==> src/pao_pkg.sv <==
// constants shared by the process alarm output logic
package pao_pkg;
    // register byte offsets
    localparam logic [7:0]  PAO_OFS_CTRL    = 8'h00;
    localparam logic [7:0]  PAO_OFS_HYST    = 8'h04;
    localparam logic [7:0]  PAO_OFS_STATUS  = 8'h08;
    localparam logic [7:0]  PAO_OFS_EVENT   = 8'h0C;
    localparam logic [7:0]  PAO_OFS_SP_BASE = 8'h10;
    localparam logic [7:0]  PAO_OFS_OUT_BASE = 8'h30;
    localparam int          PAO_NUM_SP      = 8;
    localparam int          PAO_NUM_OUT     = 6;
    localparam int          PAO_NUM_EVT     = 5;
    // control register fields
    localparam int          PAO_CTRL_SEL_BIT   = 0;
    localparam int          PAO_CTRL_FN_LSB    = 1;
    localparam int          PAO_CTRL_POL_BIT   = 3;
    localparam int          PAO_CTRL_RUN_BIT   = 4;
    localparam int          PAO_CTRL_SIM_BIT   = 5;
    localparam int          PAO_CTRL_SIMEV_LSB = 8;
    // hysteresis register fields
    localparam int          PAO_HYST1_LSB   = 0;
    localparam int          PAO_HYST2_LSB   = 16;
    // output configuration fields
    localparam int          PAO_OUT_MASK_LSB = 0;
    localparam int          PAO_OUT_OR_BIT   = 8;
    localparam int          PAO_OUT_POL_BIT  = 9;
    // setpoints and hysteresis in units of 0.1 percent of span
    localparam logic signed [15:0] PAO_SP_MIN   = -16'sd63;
    localparam logic signed [15:0] PAO_SP_MAX   = 16'sd1063;
    localparam logic [7:0]         PAO_HYST_MAX = 8'd200;
    // reset values
    localparam logic [10:0] PAO_CTRL_RST = 11'h001;
    localparam logic [7:0]  PAO_HYST_RST = 8'h0A;
    localparam logic [9:0]  PAO_OUT_RST  = 10'h000;
    // shift key hold time
    localparam longint      PAO_CLK_KHZ        = 200000;
    localparam longint      PAO_HOLD_TIME_MS   = 3000;
    localparam longint      PAO_HOLD_CYCLES    =
        (PAO_HOLD_TIME_MS * PAO_CLK_KHZ);
    // digital input function codes
    typedef enum logic [1:0] {
        PAO_FN_NONE      = 2'b00,
        PAO_FN_BACKLIGHT = 2'b01,
        PAO_FN_CLEAR     = 2'b10
    } pao_fn_t;
    // shift hold sequencer
    typedef enum logic [1:0] {
        PAO_HOLD_IDLE  = 2'b00,
        PAO_HOLD_COUNT = 2'b01,
        PAO_HOLD_DONE  = 2'b10
    } pao_hold_t;
endpackage
==> src/pao_alarm_top.sv <==
// process alarm detection, output routing, input and events
//
// Overview of operation
// - six contacts, sixth only in output mode
// - eight-bit mask, left bit loop-1 high
// - mask one includes, zero excludes alarm
// - and or combine of selected alarms
// - polarity: open or closed on alarm
// - four limit detectors per loop
// - setpoints span -6.3 to 106.3 percent
// - parked setpoints never raise an alarm
// - per-loop hysteresis up to 20 percent
// - hysteresis applied as differential gap
// - reset polarity is open on alarm
// - shared terminal is input or output
// - input function none, backlight, clear
// - input active on open or closed
// - any key restores backlight
// - change into the active input level clears all events
// - new events still show after clear
// - five events, event one on top
// - shift held three seconds clears foreground
// - any flag change triggers its event
// - simulation only while stopped, then ends
//
// The APB slave port and the address map were left to the implementer.
`timescale 1ns/1ps
`default_nettype none
module pao_alarm_top
#(
    parameter longint SHIFT_HOLD_CYCLES = pao_pkg::PAO_HOLD_CYCLES
)
(
    // clock and reset
    input  wire logic               clk,
    input  wire logic               sys_rst,
    // apb slave
    input  wire logic               psel,
    input  wire logic               penable,
    input  wire logic               pwrite,
    input  wire logic [7:0]         paddr,
    input  wire logic [31:0]        pwdata,
    output logic      [31:0]        prdata,
    output logic                    pready,
    output logic                    pslverr,
    // process variables, 0.1 percent units
    input  wire logic               pv_valid,
    input  wire logic signed [15:0] pv1_value,
    input  wire logic signed [15:0] pv2_value,
    // contacts, high means closed
    output logic      [4:0]         alarm_contact,
    // shared terminal
    input  wire logic               shared_terminal_in,
    output logic                    shared_terminal_out,
    output logic                    shared_terminal_oe_n,
    // front panel keys, high while pressed
    input  wire logic               front_key_in,
    input  wire logic               shift_key_in,
    // event flags and display
    input  wire logic [4:0]         event_flag,
    output logic      [4:0]         event_pending,
    output logic      [2:0]         event_top,
    output logic                    event_top_valid,
    output logic                    sim_active,
    output logic                    backlight_on
);
    import pao_pkg::*;

    // clamp a written setpoint
    function automatic logic signed [15:0] clamp_sp(
        input logic [15:0] raw
    );
        logic signed [15:0] v;
        v = $signed(raw);
        if (v < PAO_SP_MIN)
            clamp_sp = PAO_SP_MIN;
        else if (v > PAO_SP_MAX)
            clamp_sp = PAO_SP_MAX;
        else
            clamp_sp = v;
    endfunction

    // clamp a written hysteresis
    function automatic logic [7:0] clamp_hy(input logic [7:0] raw);
        clamp_hy = (raw > PAO_HYST_MAX) ? PAO_HYST_MAX : raw;
    endfunction

    // reset value of setpoint k: highs at max, lows at min
    function automatic logic signed [15:0] sp_reset(input int k);
        sp_reset = ((k % 2) == 0) ? PAO_SP_MAX : PAO_SP_MIN;
    endfunction

    // registers
    logic        [10:0] ctrl_ff;
    logic        [7:0]  hyst1_ff;
    logic        [7:0]  hyst2_ff;
    logic signed [15:0] sp_ff [PAO_NUM_SP];
    logic        [9:0]  out_cfg_ff [PAO_NUM_OUT];
    logic        [31:0] prdata_ff;
    logic               pslverr_ff;
    // apb decode
    logic               setup_ph;
    logic               wr_acc;
    logic               addr_hit;
    logic        [31:0] nxt_rdata;
    // alarms and contacts
    logic        [7:0]  alarm_vec;
    logic        [5:0]  out_active;
    logic        [5:0]  contact_ff;
    // synchronisers: 0 terminal, 1 any key, 2 shift
    logic        [2:0]  sync1_ff;
    logic        [2:0]  sync2_ff;
    logic        [2:0]  prev_ff;
    logic               di_active;
    logic               di_active_ff;
    logic               di_open_edge;
    logic               backlight_ff;
    // events
    logic        [4:0]  flag_prev_ff;
    logic        [4:0]  pend_ff;
    logic        [4:0]  top_onehot;
    logic               clear_all;
    logic               clear_top;
    logic               sim_ff;
    logic               run_prev_ff;
    pao_hold_t          hold_ff;
    logic        [31:0] hold_cnt_ff;
    pao_fn_t            di_fn;

    assign di_fn = pao_fn_t'(ctrl_ff[PAO_CTRL_FN_LSB +: 2]);

    // apb: zero-wait slave, read data captured in setup
    assign setup_ph = psel & ~penable;
    assign wr_acc   = psel & penable & pwrite;
    assign pready   = 1'b1;
    assign prdata   = prdata_ff;
    assign pslverr  = pslverr_ff;

    // address decode for reads
    always_comb
    begin
        nxt_rdata = 32'h0000_0000;
        addr_hit  = 1'b1;
        if (paddr == PAO_OFS_CTRL)
            nxt_rdata[10:0] = ctrl_ff;
        else if (paddr == PAO_OFS_HYST)
        begin
            nxt_rdata[PAO_HYST1_LSB +: 8] = hyst1_ff;
            nxt_rdata[PAO_HYST2_LSB +: 8] = hyst2_ff;
        end
        else if (paddr == PAO_OFS_STATUS)
            nxt_rdata[16:0] = {sim_ff, backlight_ff,
                               di_active_ff, contact_ff, alarm_vec};
        else if (paddr == PAO_OFS_EVENT)
            nxt_rdata[13:0] = {event_top_valid, event_top,
                               flag_prev_ff, pend_ff};
        else
            addr_hit = 1'b0;
        for (int k = 0; k < PAO_NUM_SP; k++)
            if (paddr == PAO_OFS_SP_BASE + 8'(4 * k))
            begin
                nxt_rdata = {{16{sp_ff[k][15]}}, sp_ff[k]};
                addr_hit  = 1'b1;
            end
        for (int n = 0; n < PAO_NUM_OUT; n++)
            if (paddr == PAO_OFS_OUT_BASE + 8'(4 * n))
            begin
                nxt_rdata = {22'h00_0000, out_cfg_ff[n]};
                addr_hit  = 1'b1;
            end
    end

    // read data and error held into access
    always_ff @(posedge clk)
    begin
        if (sys_rst)
        begin
            prdata_ff  <= 32'h0000_0000;
            pslverr_ff <= 1'b0;
        end
        else if (setup_ph)
        begin
            prdata_ff  <= pwrite ? 32'h0000_0000 : nxt_rdata;
            pslverr_ff <= ~addr_hit;
        end
    end

    // control and hysteresis registers
    always_ff @(posedge clk)
    begin
        if (sys_rst)
        begin
            ctrl_ff  <= PAO_CTRL_RST;
            hyst1_ff <= PAO_HYST_RST;
            hyst2_ff <= PAO_HYST_RST;
        end
        else if (wr_acc && paddr == PAO_OFS_CTRL)
            ctrl_ff <= pwdata[10:0];
        else if (wr_acc && paddr == PAO_OFS_HYST)
        begin
            hyst1_ff <= clamp_hy(pwdata[PAO_HYST1_LSB +: 8]);
            hyst2_ff <= clamp_hy(pwdata[PAO_HYST2_LSB +: 8]);
        end
    end

    // setpoints and output configurations
    always_ff @(posedge clk)
    begin
        if (sys_rst)
        begin
            for (int k = 0; k < PAO_NUM_SP; k++)
                sp_ff[k] <= sp_reset(k);
            // polarity resets to open on alarm
            for (int n = 0; n < PAO_NUM_OUT; n++)
                out_cfg_ff[n] <= PAO_OUT_RST;
        end
        else if (wr_acc)
        begin
            for (int k = 0; k < PAO_NUM_SP; k++)
                if (paddr == PAO_OFS_SP_BASE + 8'(4 * k))
                    sp_ff[k] <= clamp_sp(pwdata[15:0]);
            for (int n = 0; n < PAO_NUM_OUT; n++)
                if (paddr == PAO_OFS_OUT_BASE + 8'(4 * n))
                    out_cfg_ff[n] <= pwdata[9:0];
        end
    end

    // four detectors per loop
    // k even is a high-side detector
    for (genvar k = 0; k < PAO_NUM_SP; k++)
    begin : g_det
        pao_limit_detect u_det
        (
            .clk       (clk),
            .sys_rst   (sys_rst),
            .update    (pv_valid),
            .pv        ((k < 4) ? pv1_value : pv2_value),
            .setpoint  (sp_ff[k]),
            .hyst      ((k < 4) ? hyst1_ff : hyst2_ff),
            .high_side ((k % 2) == 0),
            // leftmost mask bit is loop-1 high
            .alarm     (alarm_vec[7 - k])
        );
    end

    // combine selected alarms per output
    always_comb
    begin
        for (int n = 0; n < PAO_NUM_OUT; n++)
        begin
            // zero bits drop out of the combine
            // or of selected, or and of selected
            if (out_cfg_ff[n][PAO_OUT_OR_BIT])
                out_active[n] = |(alarm_vec & out_cfg_ff[n][7:0]);
            else
                out_active[n] = (out_cfg_ff[n][7:0] != 8'h00) &&
                    (&(alarm_vec | ~out_cfg_ff[n][7:0]));
        end
    end

    // contacts follow each measurement
    always_ff @(posedge clk)
    begin
        if (sys_rst)
            contact_ff <= 6'h3F;
        else if (pv_valid)
            for (int n = 0; n < PAO_NUM_OUT; n++)
                contact_ff[n] <= out_cfg_ff[n][PAO_OUT_POL_BIT] ?
                                 out_active[n] : ~out_active[n];
    end

    assign alarm_contact = contact_ff[4:0];
    // terminal driven only in output mode
    assign shared_terminal_out  = ctrl_ff[PAO_CTRL_SEL_BIT] &
                                  contact_ff[5];
    assign shared_terminal_oe_n = ~ctrl_ff[PAO_CTRL_SEL_BIT];

    // pin synchronisers; edge logic reads the second stage and prev_ff
    always_ff @(posedge clk)
    begin
        if (sys_rst)
        begin
            sync1_ff <= 3'h0;
            sync2_ff <= 3'h0;
            prev_ff  <= 3'h0;
        end
        else
        begin
            sync1_ff <= {shift_key_in, front_key_in,
                         shared_terminal_in};
            sync2_ff <= sync1_ff;
            prev_ff  <= sync2_ff;
        end
    end

    // active on closed or on open
    assign di_active = ~ctrl_ff[PAO_CTRL_SEL_BIT] &
        (ctrl_ff[PAO_CTRL_POL_BIT] ? sync2_ff[0] : ~sync2_ff[0]);

    // input function edge
    always_ff @(posedge clk)
    begin
        if (sys_rst)
            di_active_ff <= 1'b0;
        else
            di_active_ff <= di_active;
    end
    assign di_open_edge = di_active & ~di_active_ff;

    // backlight: input switches off, any key restores
    always_ff @(posedge clk)
    begin
        if (sys_rst)
            backlight_ff <= 1'b1;
        else if (di_fn == PAO_FN_BACKLIGHT && di_open_edge)
            backlight_ff <= 1'b0;
        // one press turns it on again
        else if (sync2_ff[1] && !prev_ff[1])
            backlight_ff <= 1'b1;
    end
    assign backlight_on = backlight_ff;

    // active level leaves new events shown
    assign clear_all = (di_fn == PAO_FN_CLEAR) && di_open_edge;

    // shift hold timer; fires once per press
    always_ff @(posedge clk)
    begin
        if (sys_rst)
        begin
            hold_ff     <= PAO_HOLD_IDLE;
            hold_cnt_ff <= 32'h0000_0000;
        end
        else
        begin
            case (hold_ff)
                PAO_HOLD_IDLE:
                begin
                    hold_cnt_ff <= 32'h0000_0001;
                    if (sync2_ff[2])
                        hold_ff <= PAO_HOLD_COUNT;
                end
                PAO_HOLD_COUNT:
                begin
                    hold_cnt_ff <= hold_cnt_ff + 32'h0000_0001;
                    if (!sync2_ff[2])
                        hold_ff <= PAO_HOLD_IDLE;
                    else if (hold_cnt_ff >=
                             32'(SHIFT_HOLD_CYCLES - 1))
                        hold_ff <= PAO_HOLD_DONE;
                end
                PAO_HOLD_DONE:
                    if (!sync2_ff[2])
                        hold_ff <= PAO_HOLD_IDLE;
                default:
                    hold_ff <= PAO_HOLD_IDLE;
            endcase
        end
    end
    assign clear_top = (hold_ff == PAO_HOLD_COUNT) && sync2_ff[2] &&
                       (hold_cnt_ff >= 32'(SHIFT_HOLD_CYCLES - 1));

    // lowest index pending is the foreground
    assign top_onehot = pend_ff & (~pend_ff + 5'h01);

    // event pending bits; a flag change beats a clear
    always_ff @(posedge clk)
    begin
        if (sys_rst)
        begin
            flag_prev_ff <= 5'h00;
            pend_ff      <= 5'h00;
        end
        else
        begin
            flag_prev_ff <= event_flag;
            pend_ff <= ((clear_all ? 5'h00 : pend_ff) &
                        ~(clear_top ? top_onehot : 5'h00)) |
                       (event_flag ^ flag_prev_ff);
        end
    end

    // set while stopped; off or run ends it
    always_ff @(posedge clk)
    begin
        if (sys_rst)
        begin
            sim_ff      <= 1'b0;
            run_prev_ff <= 1'b0;
        end
        else
        begin
            run_prev_ff <= ctrl_ff[PAO_CTRL_RUN_BIT];
            if (!ctrl_ff[PAO_CTRL_SIM_BIT] ||
                (ctrl_ff[PAO_CTRL_RUN_BIT] && !run_prev_ff))
                sim_ff <= 1'b0;
            else if (!ctrl_ff[PAO_CTRL_RUN_BIT] &&
                     ctrl_ff[PAO_CTRL_SIMEV_LSB +: 3] <
                     3'(PAO_NUM_EVT))
                sim_ff <= 1'b1;
        end
    end

    // display view; simulation forces its event
    always_comb
    begin
        event_pending   = pend_ff;
        event_top       = 3'h0;
        event_top_valid = |pend_ff;
        for (int e = PAO_NUM_EVT - 1; e >= 0; e--)
            if (pend_ff[e])
                event_top = 3'(e);
        if (sim_ff)
        begin
            event_top       = ctrl_ff[PAO_CTRL_SIMEV_LSB +: 3];
            event_top_valid = 1'b1;
        end
    end
    assign sim_active = sim_ff;
endmodule
`default_nettype wire

==> src/pao_limit_detect.sv <==
// one limit comparator with differential gap
`timescale 1ns/1ps
`default_nettype none
module pao_limit_detect
(
    // clock and reset
    input  wire logic               clk,
    input  wire logic               sys_rst,
    // measurement
    input  wire logic               update,
    input  wire logic signed [15:0] pv,
    // settings
    input  wire logic signed [15:0] setpoint,
    input  wire logic        [7:0]  hyst,
    input  wire logic               high_side,
    // result
    output logic                    alarm
);
    import pao_pkg::*;

    logic               alarm_ff;
    logic               disabled;
    logic signed [16:0] pv_x;
    logic signed [16:0] sp_x;
    logic signed [16:0] hy_x;

    // setpoint parked at the range end turns the detector off
    assign disabled = high_side ? (setpoint == PAO_SP_MAX)
                                : (setpoint == PAO_SP_MIN);
    assign pv_x = {pv[15], pv};
    assign sp_x = {setpoint[15], setpoint};
    assign hy_x = {9'h000, hyst};

    // assert on reaching setpoint, release past the gap
    always_ff @(posedge clk)
    begin
        if (sys_rst)
            alarm_ff <= 1'b0;
        else if (disabled)
            alarm_ff <= 1'b0;
        else if (update && high_side)
        begin
            if (pv_x >= sp_x)
                alarm_ff <= 1'b1;
            else if (pv_x < sp_x - hy_x)
                alarm_ff <= 1'b0;
        end
        else if (update)
        begin
            if (pv_x <= sp_x)
                alarm_ff <= 1'b1;
            else if (pv_x > sp_x + hy_x)
                alarm_ff <= 1'b0;
        end
    end

    assign alarm = alarm_ff;
endmodule
`default_nettype wire

==> config.mk <==
export PLATFORM = sky130hd
export DESIGN_NAME = pao_alarm_top
export DESIGN_NICKNAME = d
export VERILOG_FILES = /design/src/pao_pkg.sv /design/src/pao_alarm_top.sv /design/src/pao_limit_detect.sv
export SDC_FILE = /design/constraint.sdc
export NUM_CORES = 1
export LEC_CHECK = 0
export BUFFER_PORTS_ARGS = -buffer_cell sky130_fd_sc_hd__buf_2
export CELL_PAD_IN_SITES_DETAIL_PLACEMENT = 0
export CELL_PAD_IN_SITES_GLOBAL_PLACEMENT = 1
export CORE_AREA = 8 8 245 247
export DETAILED_ROUTE_END_ITERATION = 7
export DIE_AREA = 0 0 253 255
export PLACE_DENSITY = 0.78
export SYNTH_ARGS = -nofsm -noshare
export SYNTH_HDL_FRONTEND = slang
export SYNTH_SLANG_ARGS = --single-unit
==> constraint.sdc <==
create_clock -name clk -period 4.5 [get_ports clk]
set_clock_uncertainty 0.1 [all_clocks]
set_input_delay 0.675 -clock clk [delete_from_list [all_inputs] [get_ports clk]]
set_output_delay 0.675 -clock clk [all_outputs]
set_load 0.01 [all_outputs]
== Word level (Yosys, flattened, before mapping) ==
Memory sizes are Yosys's and may differ from the RTL's.
Index checks and enable logic that the tools add are counted.

* Logic and storage cells: 405
* Latch bits: 0
* ROM bits: 0
* Bits of input ports: 86
* Flip-flop bits (word level): 130
* Memory bits (writable): 188
* Output and inout port bits: 52
* Memories: 2

{| class="wikitable"
|+ Memories
! name !! words !! bits a word !! rd ports !! clocked after Yosys merged registers in !! wr ports !! line !! source
|-
| sp_ff || 8 || 16 || 8 || 0 || 8 || pao_alarm_top.sv:97 || <nowiki>logic signed [15:0] sp_ff [PAO_NUM_SP];</nowiki>
|-
| out_cfg_ff || 6 || 10 || 6 || 0 || 6 || pao_alarm_top.sv:98 || <nowiki>logic [9:0] out_cfg_ff [PAO_NUM_OUT];</nowiki>
|}

* Equal/unequal tests: 32
* Divide/modulo/power cells: 0
* Bitwise logic cells: 56
* Reduce and logical (&&, ||, !) cells: 70
* Add/subtract/negate cells: 10
* Shift operators: 0
* Mux-type cells: 188
* $mul: 0
* $lt $le $gt $ge: 22

{| class="wikitable"
|+ Operators with widths
! kind !! number
|-
| $mux W16 || 34
|-
| $mux W32 || 15
|-
| $mux W1 || 109
|-
| $add A16 B9 Y17 || 4
|-
| $gt A16 B17 Y1 || 4
|-
| $lt A16 B17 Y1 || 4
|-
| $sub A16 B9 Y17 || 4
|-
| $eq A16 B12 Y1 const B || 4
|-
| $eq A16 B7 Y1 const B || 4
|-
| $eq A8 B6 Y1 const B || 8
|-
| $ge A16 B16 Y1 || 4
|-
| $le A16 B16 Y1 || 4
|-
| $pmux W32 S2 || 1
|-
| $mux W10 || 6
|-
| $and A8 B8 Y8 || 6
|-
| $not A8 Y8 || 6
|-
| $or A8 B8 Y8 || 6
|-
| $reduce_and A8 Y1 || 6
|-
| $reduce_bool A8 Y1 || 6
|-
| $reduce_or A8 Y1 || 6
|-
| $add A32 B1 Y32 const B || 1
|-
| $eq A8 B5 Y1 const B || 4
|-
| $ge A32 B30 Y1 const B || 1
|-
| $mux W8 || 4
|-
| 37 further kinds || 127
|}

== Depth between registers and ports, before layout ==
* Word-level depth: 25
* Depth in mapped cells: 19
* Depth with buffers taken out: 19

== Modules after synthesis ==
From an unflattened synthesis, not the netlist that was laid out.

* Cell total of the unflattened synthesis: 4087
* Area, all modules: 33614.7 um^2

{| class="wikitable"
|+ Modules (own cells, without submodules)
! module !! cells each !! instances !! sequential area each (um^2) !! area each (um^2)
|-
| pao_alarm_top || 1555 || 1 || 7927.6 || 15174.6
|-
| pao_limit_detect at g_det[2].u_det ... || 306 || 4 || 20.0 || 2243.4
|-
| pao_limit_detect at g_det[0].u_det || 336 || 1 || 20.0 || 2454.9
|-
| pao_limit_detect at g_det[6].u_det || 345 || 1 || 20.0 || 2422.3
|-
| pao_limit_detect at g_det[7].u_det || 328 || 1 || 20.0 || 2352.3
|-
| pao_limit_detect at g_det[1].u_det || 299 || 1 || 20.0 || 2237.1
|}

== Least setup slack after synthesis ==
No wires, ideal clock.

* Path kind: reg-to-reg
* Start: register hyst1_ff[1]
* End: register g_det[2].u_det.alarm_ff
* Clock period less this slack: 3.826 ns
* Slack: 0.674 ns
* Library setup time: 0.132 ns
* Required time: 4.268 ns
* Buffers on the path: 0
* Cell stages (with the launch flop): 17
* Arrival: 3.595 ns
* Cell sequence: dfxtp_1 inv_1 fa_1 a21o_1 a21oi_1 nor2b_1 o311a_1 nor3_1 nand4_1 xnor2_1 ha_1 a21o_1 a2111oi_0 o21ai_0 a21oi_1 or4_1 o31ai_1

* Word-level cells in the longest chain between the ends: 4

{| class="wikitable"
|+ RTL lines
! what !! line !! source
|-
| start: declaration || pao_alarm_top.sv:95 || <nowiki>logic [7:0] hyst1_ff;</nowiki>
|-
| start signal: assignment || pao_alarm_top.sv:201 || <nowiki>hyst1_ff <= clamp_hy(pwdata[PAO_HYST1_LSB +: 8]);</nowiki>
|-
| $sub A16 B9 Y17 || pao_limit_detect.sv:45 || <nowiki>else if (pv_x < sp_x - hy_x)</nowiki>
|-
| $lt A16 B17 Y1 || pao_limit_detect.sv:45 ||
|-
| $reduce_bool A2 Y1 (no line) || - ||
|-
| $reduce_and A2 Y1 (no line) || - ||
|-
| end signal: assignment || pao_limit_detect.sv:44 || <nowiki>alarm_ff <= 1'b1;</nowiki>
|-
| end signal: assignment || pao_limit_detect.sv:46 || <nowiki>alarm_ff <= 1'b0;</nowiki>
|-
| end signal: assignment || pao_limit_detect.sv:51 || <nowiki>alarm_ff <= 1'b1;</nowiki>
|-
| end: declaration || pao_limit_detect.sv:21 || <nowiki>logic alarm_ff;</nowiki>
|}

No other way between the ends.
A chain may end at the register's enable or synchronous reset.

==> flow_metrics.tcl <==
set metrics [dict create \
    wire_length_after_detailed_routing_um 96500 \
    synth_seq_cells 310 \
    post-route-drc-count 0 \
    grt_first_pass_wirelength_um 142800 \
    slew_at_the_pin_with_the_worst_max_slew_slack_ns 1.192 \
    row_count 87 \
    worst_skew_pair_latency_ns 0.56 \
    detail_route.wl_per_cell_um 25.51 \
    hold_path_class "in -> reg" \
    p_sw_uw 2512 \
    area_growth_syn_to_layout_pct 11.03 \
    layout.cell_area.non_filler_um2 27650 \
    drive_above_1_share_pct 9.580 \
    cts.hold.buffers_added 0 \
    gp_routability_congestion 0.9612 \
    async_flop_share_pct 0 \
    final-setup-viol-count 0 \
    path_clk_slew_ns 0.06 \
    syn_area_um2 24910 \
    min_period_over_period_pct 93.62 \
    dp.final_hpwl_um 76290 \
    path_class "reg -> reg" \
    cap_violations 0 \
    synth.yosys.seq_area_share_pct 32.47 \
    die_height_um 255 \
    pleak_uw 0.01136 \
    syn-instance-count 2876 \
    postSynthNetCount 3295 \
    share_clk_of_total_power_pct 37.0 \
    worstReg2RegEnd "g_det[6].u_det.alarm" \
    number_of_global_route_vias_before_repair 23040 \
    post_synth.cell_area_avg_um2 8.660 \
    mostFrequentLayoutCells "325 x sky130_fd_sc_hd__ha_1, 284 x sky130_fd_sc_hd__nand2_1, 261 x sky130_fd_sc_hd__nor2_1" \
    boundaryPins 138 \
    timing.setup.tns_ns 0 \
    worstRegToRegCells 18 \
    grt_util_all_layers_pct 28.92 \
    die_w_um 253 \
    cts_resized 0 \
    hold_violations 0 \
    clock_tree_from_tritoncts "yes" \
    p_seq_share_pct 42.4 \
    dpl-instance-area_um2 26470 \
    r2r-start "sp_ff[1][32]" \
    crit_path_end_kind "flop" \
    cts_buffer_depth 3 \
    yosysUniqueCellTypes 89 \
    slew-limit-headroom_pct 20.54 \
    number_of_synthesis_warnings 0 \
    vias 23550 \
    hold_start "front_key_in" \
    worst_setup_path_start_kind "flop" \
    number_of_flops_mapped_to_enable_cells_by_yosys 188 \
    gr-total-overflow 0 \
    rsz_0062_raised_after_global_routing "false" \
    mostFrequentLayoutCell "sky130_fd_sc_hd__ha_1" \
    slew_violations 0 \
    register_to_register_path_setup_slack_ns 0.29 \
    cts_sinks 310 \
    cellInternalPower_uw 5405 \
    portBuffers 128 \
    effective_utilization_at_floorplan_pct 44.51 \
    power.density_nw_per_um2 286.3 \
    antenna-diode-count 0 \
    fin_crit_ns 4.213 \
    via_per_inst 6.224 \
    antenna_violations_before_repair 1 \
    core_um2 55950 \
    achievable-frequency_mhz 237.4 \
    layout.nets 3417 \
    maximum_number_of_pins_on_one_net_before_global_route_repair 60 \
    p_sw_share_pct 31.73 \
    drtPass1Iterations 7 \
    cts_root_buffer "sky130_fd_sc_hd__clkbuf_16" \
    min_path_cells 2 \
    critPathRequiredTime_ns 4.81 \
    max-vdd-ir-drop_uv 258.7 \
    cts_inserted_buffers 37 \
    synthFlopType "sky130_fd_sc_hd__edfxtp_1" \
    cts_setup_buffers 0 \
    route.antenna.remaining_nets 0 \
    cp_max_fo 3 \
    die-area_um2 64520 \
    outcome "completed" \
    min_delay_worst_endpoint "sync1_ff[1]" \
    share_comb_of_total_power_pct 20.6 \
    worst-endpoint-arrival_ns 4.52 \
    drt-initial-drc-count 2383 \
    htree_num_levels 2 \
]
per-layer routing:
layer | GRT usage (%) | up-vias | routed length (um)
li1 | - | 10780 | -
met1 | 37.85 | 11280 | 39720
met2 | 46.87 | 1229 | 43580
met3 | 5.594 | 260 | 8982
met4 | 11.44 | 0 | 4207
met5 | 0 | - | 0
worst max-delay path, cell delays in order (launching register included):
cell                        delay (ns)
sky130_fd_sc_hd__edfxtp_1         0.39
sky130_fd_sc_hd__inv_1            0.10
sky130_fd_sc_hd__ha_1             0.16
sky130_fd_sc_hd__inv_1            0.06
sky130_fd_sc_hd__fa_1             0.40
sky130_fd_sc_hd__a21oi_1          0.21
sky130_fd_sc_hd__o21ai_0          0.12
sky130_fd_sc_hd__a21oi_1          0.24
sky130_fd_sc_hd__a211oi_1         0.18
sky130_fd_sc_hd__or2_2            0.37
sky130_fd_sc_hd__nor4_4           0.20
sky130_fd_sc_hd__xnor2_1          0.16
sky130_fd_sc_hd__ha_1             0.26
sky130_fd_sc_hd__a21o_1           0.16
sky130_fd_sc_hd__a2111oi_0        0.40
sky130_fd_sc_hd__o21ai_0          0.16
sky130_fd_sc_hd__a21oi_1          0.15
sky130_fd_sc_hd__a2bb2oi_1        0.19
sky130_fd_sc_hd__nor3_1           0.08
cell type report:
type                       count  area, um^2
tap                          756       945.9
multi-input combinational   2231       15490
clock inverter                15       133.9
clock buffer                  53        1026
sequential                   310        8089
fill                        5474       28300
inverter                     228       855.8
timing repair buffer         190        1111
synthesized netlist by cell type, types with 34 or more instances:
cell type	count	area [um^2]
sky130_fd_sc_hd__a21oi_1	171	855.8
sky130_fd_sc_hd__clkbuf_1	61	229.0
sky130_fd_sc_hd__o21ai_0	134	670.6
sky130_fd_sc_hd__nor2b_1	37	231.5
sky130_fd_sc_hd__xnor2_1	92	805.8
sky130_fd_sc_hd__nand4_1	58	362.9
sky130_fd_sc_hd__nor2_1	261	979.7
sky130_fd_sc_hd__nand3_1	100	500.5
sky130_fd_sc_hd__inv_1	227	852.1
sky130_fd_sc_hd__nor4_1	40	250.2
sky130_fd_sc_hd__and2_1	63	394.1
sky130_fd_sc_hd__a22oi_1	45	337.8
sky130_fd_sc_hd__a21o_1	44	330.3
sky130_fd_sc_hd__dfxtp_1	122	2442
sky130_fd_sc_hd__nand2_1	284	1066
sky130_fd_sc_hd__nor3_1	68	340.3
sky130_fd_sc_hd__ha_1	325	4066
sky130_fd_sc_hd__edfxtp_1	188	5645
sky130_fd_sc_hd__o22ai_1	34	212.7
sky130_fd_sc_hd__xor2_1	43	376.6
per-stage QoR:
stage / worst slack, ns / util (%) / cells / hold WS, ns / total power, uW
2_1_floorplan: 0.6737 / - / 2876 / 0.3138 / 4341
3_3_place_gp: 0.1614 / 47.31 / 3715 / 0.3181 / 4941
3_5_place_dp: 0.1647 / 47.31 / 3715 / 0.3247 / 4990
4_1_cts: 0.1316 / 49.38 / 3783 / 0.1923 / 7888
5_1_grt: 0.02605 / 49.43 / 3783 / 0.2171 / 8213
6_report: 0.2871 / 49.43 / 3783 / 0.2202 / 7917
flip-flops by register name, indices dropped and copies added, names as in the netlist, 2 cells and up:
| signal | cells |
|---|---|
| flag_prev_ff | 5 |
| prdata | 25 |
| hold_cnt_ff | 32 |
| contact_ff | 6 |
| ctrl_ff | 11 |
| hold_ff | 2 |
| hyst2_ff | 8 |
| sp_ff | 128 |
| event_pending | 5 |
| sync1_ff | 3 |
| hyst1_ff | 8 |
| out_cfg_ff | 60 |
| sync2_ff | 3 |
| g_det.u_det.alarm | 8 |
power by group through the flow:
stage	logic (uW)	clock network [uW]	registers (uW)
6_report	1630	2930	3360
3_5_place_dp	1590	0	3400
2_1_floorplan	1060	0	3280
3_3_place_gp	1540	0	3400
4_1_cts	1600	2950	3340
5_1_grt	1790	3070	3360
logic make-up after synthesis:
logic type / Yosys count / share of synthesized area, %
xor gates and xnor gates: 135 / 4.747
buffers and inverters: 335 / 5.496
AOI/OAI and AO/OA: 708 / 18.58
DFF: 310 / 32.47
other: 1 / 0.01506
adders and majority gates: 333 / 16.97
and+or+nand+nor: 1016 / 19.87
muxes: 38 / 1.844
worst max-delay path by stage:
stage	start	slack, ns	to
2_1_floorplan	hyst1_ff[1]	0.67	g_det[2].u_det.alarm
3_3_place_gp	hyst2_ff[0]	0.16	g_det[6].u_det.alarm
3_5_place_dp	hyst2_ff[0]	0.16	g_det[6].u_det.alarm
4_1_cts	hyst2_ff[0]	0.13	g_det[6].u_det.alarm
5_1_grt	sp_ff[1][32]	0.03	g_det[6].u_det.alarm
6_report	sp_ff[1][32]	0.29	g_det[6].u_det.alarm
Note: power is estimated with default switching activity, not from simulation.
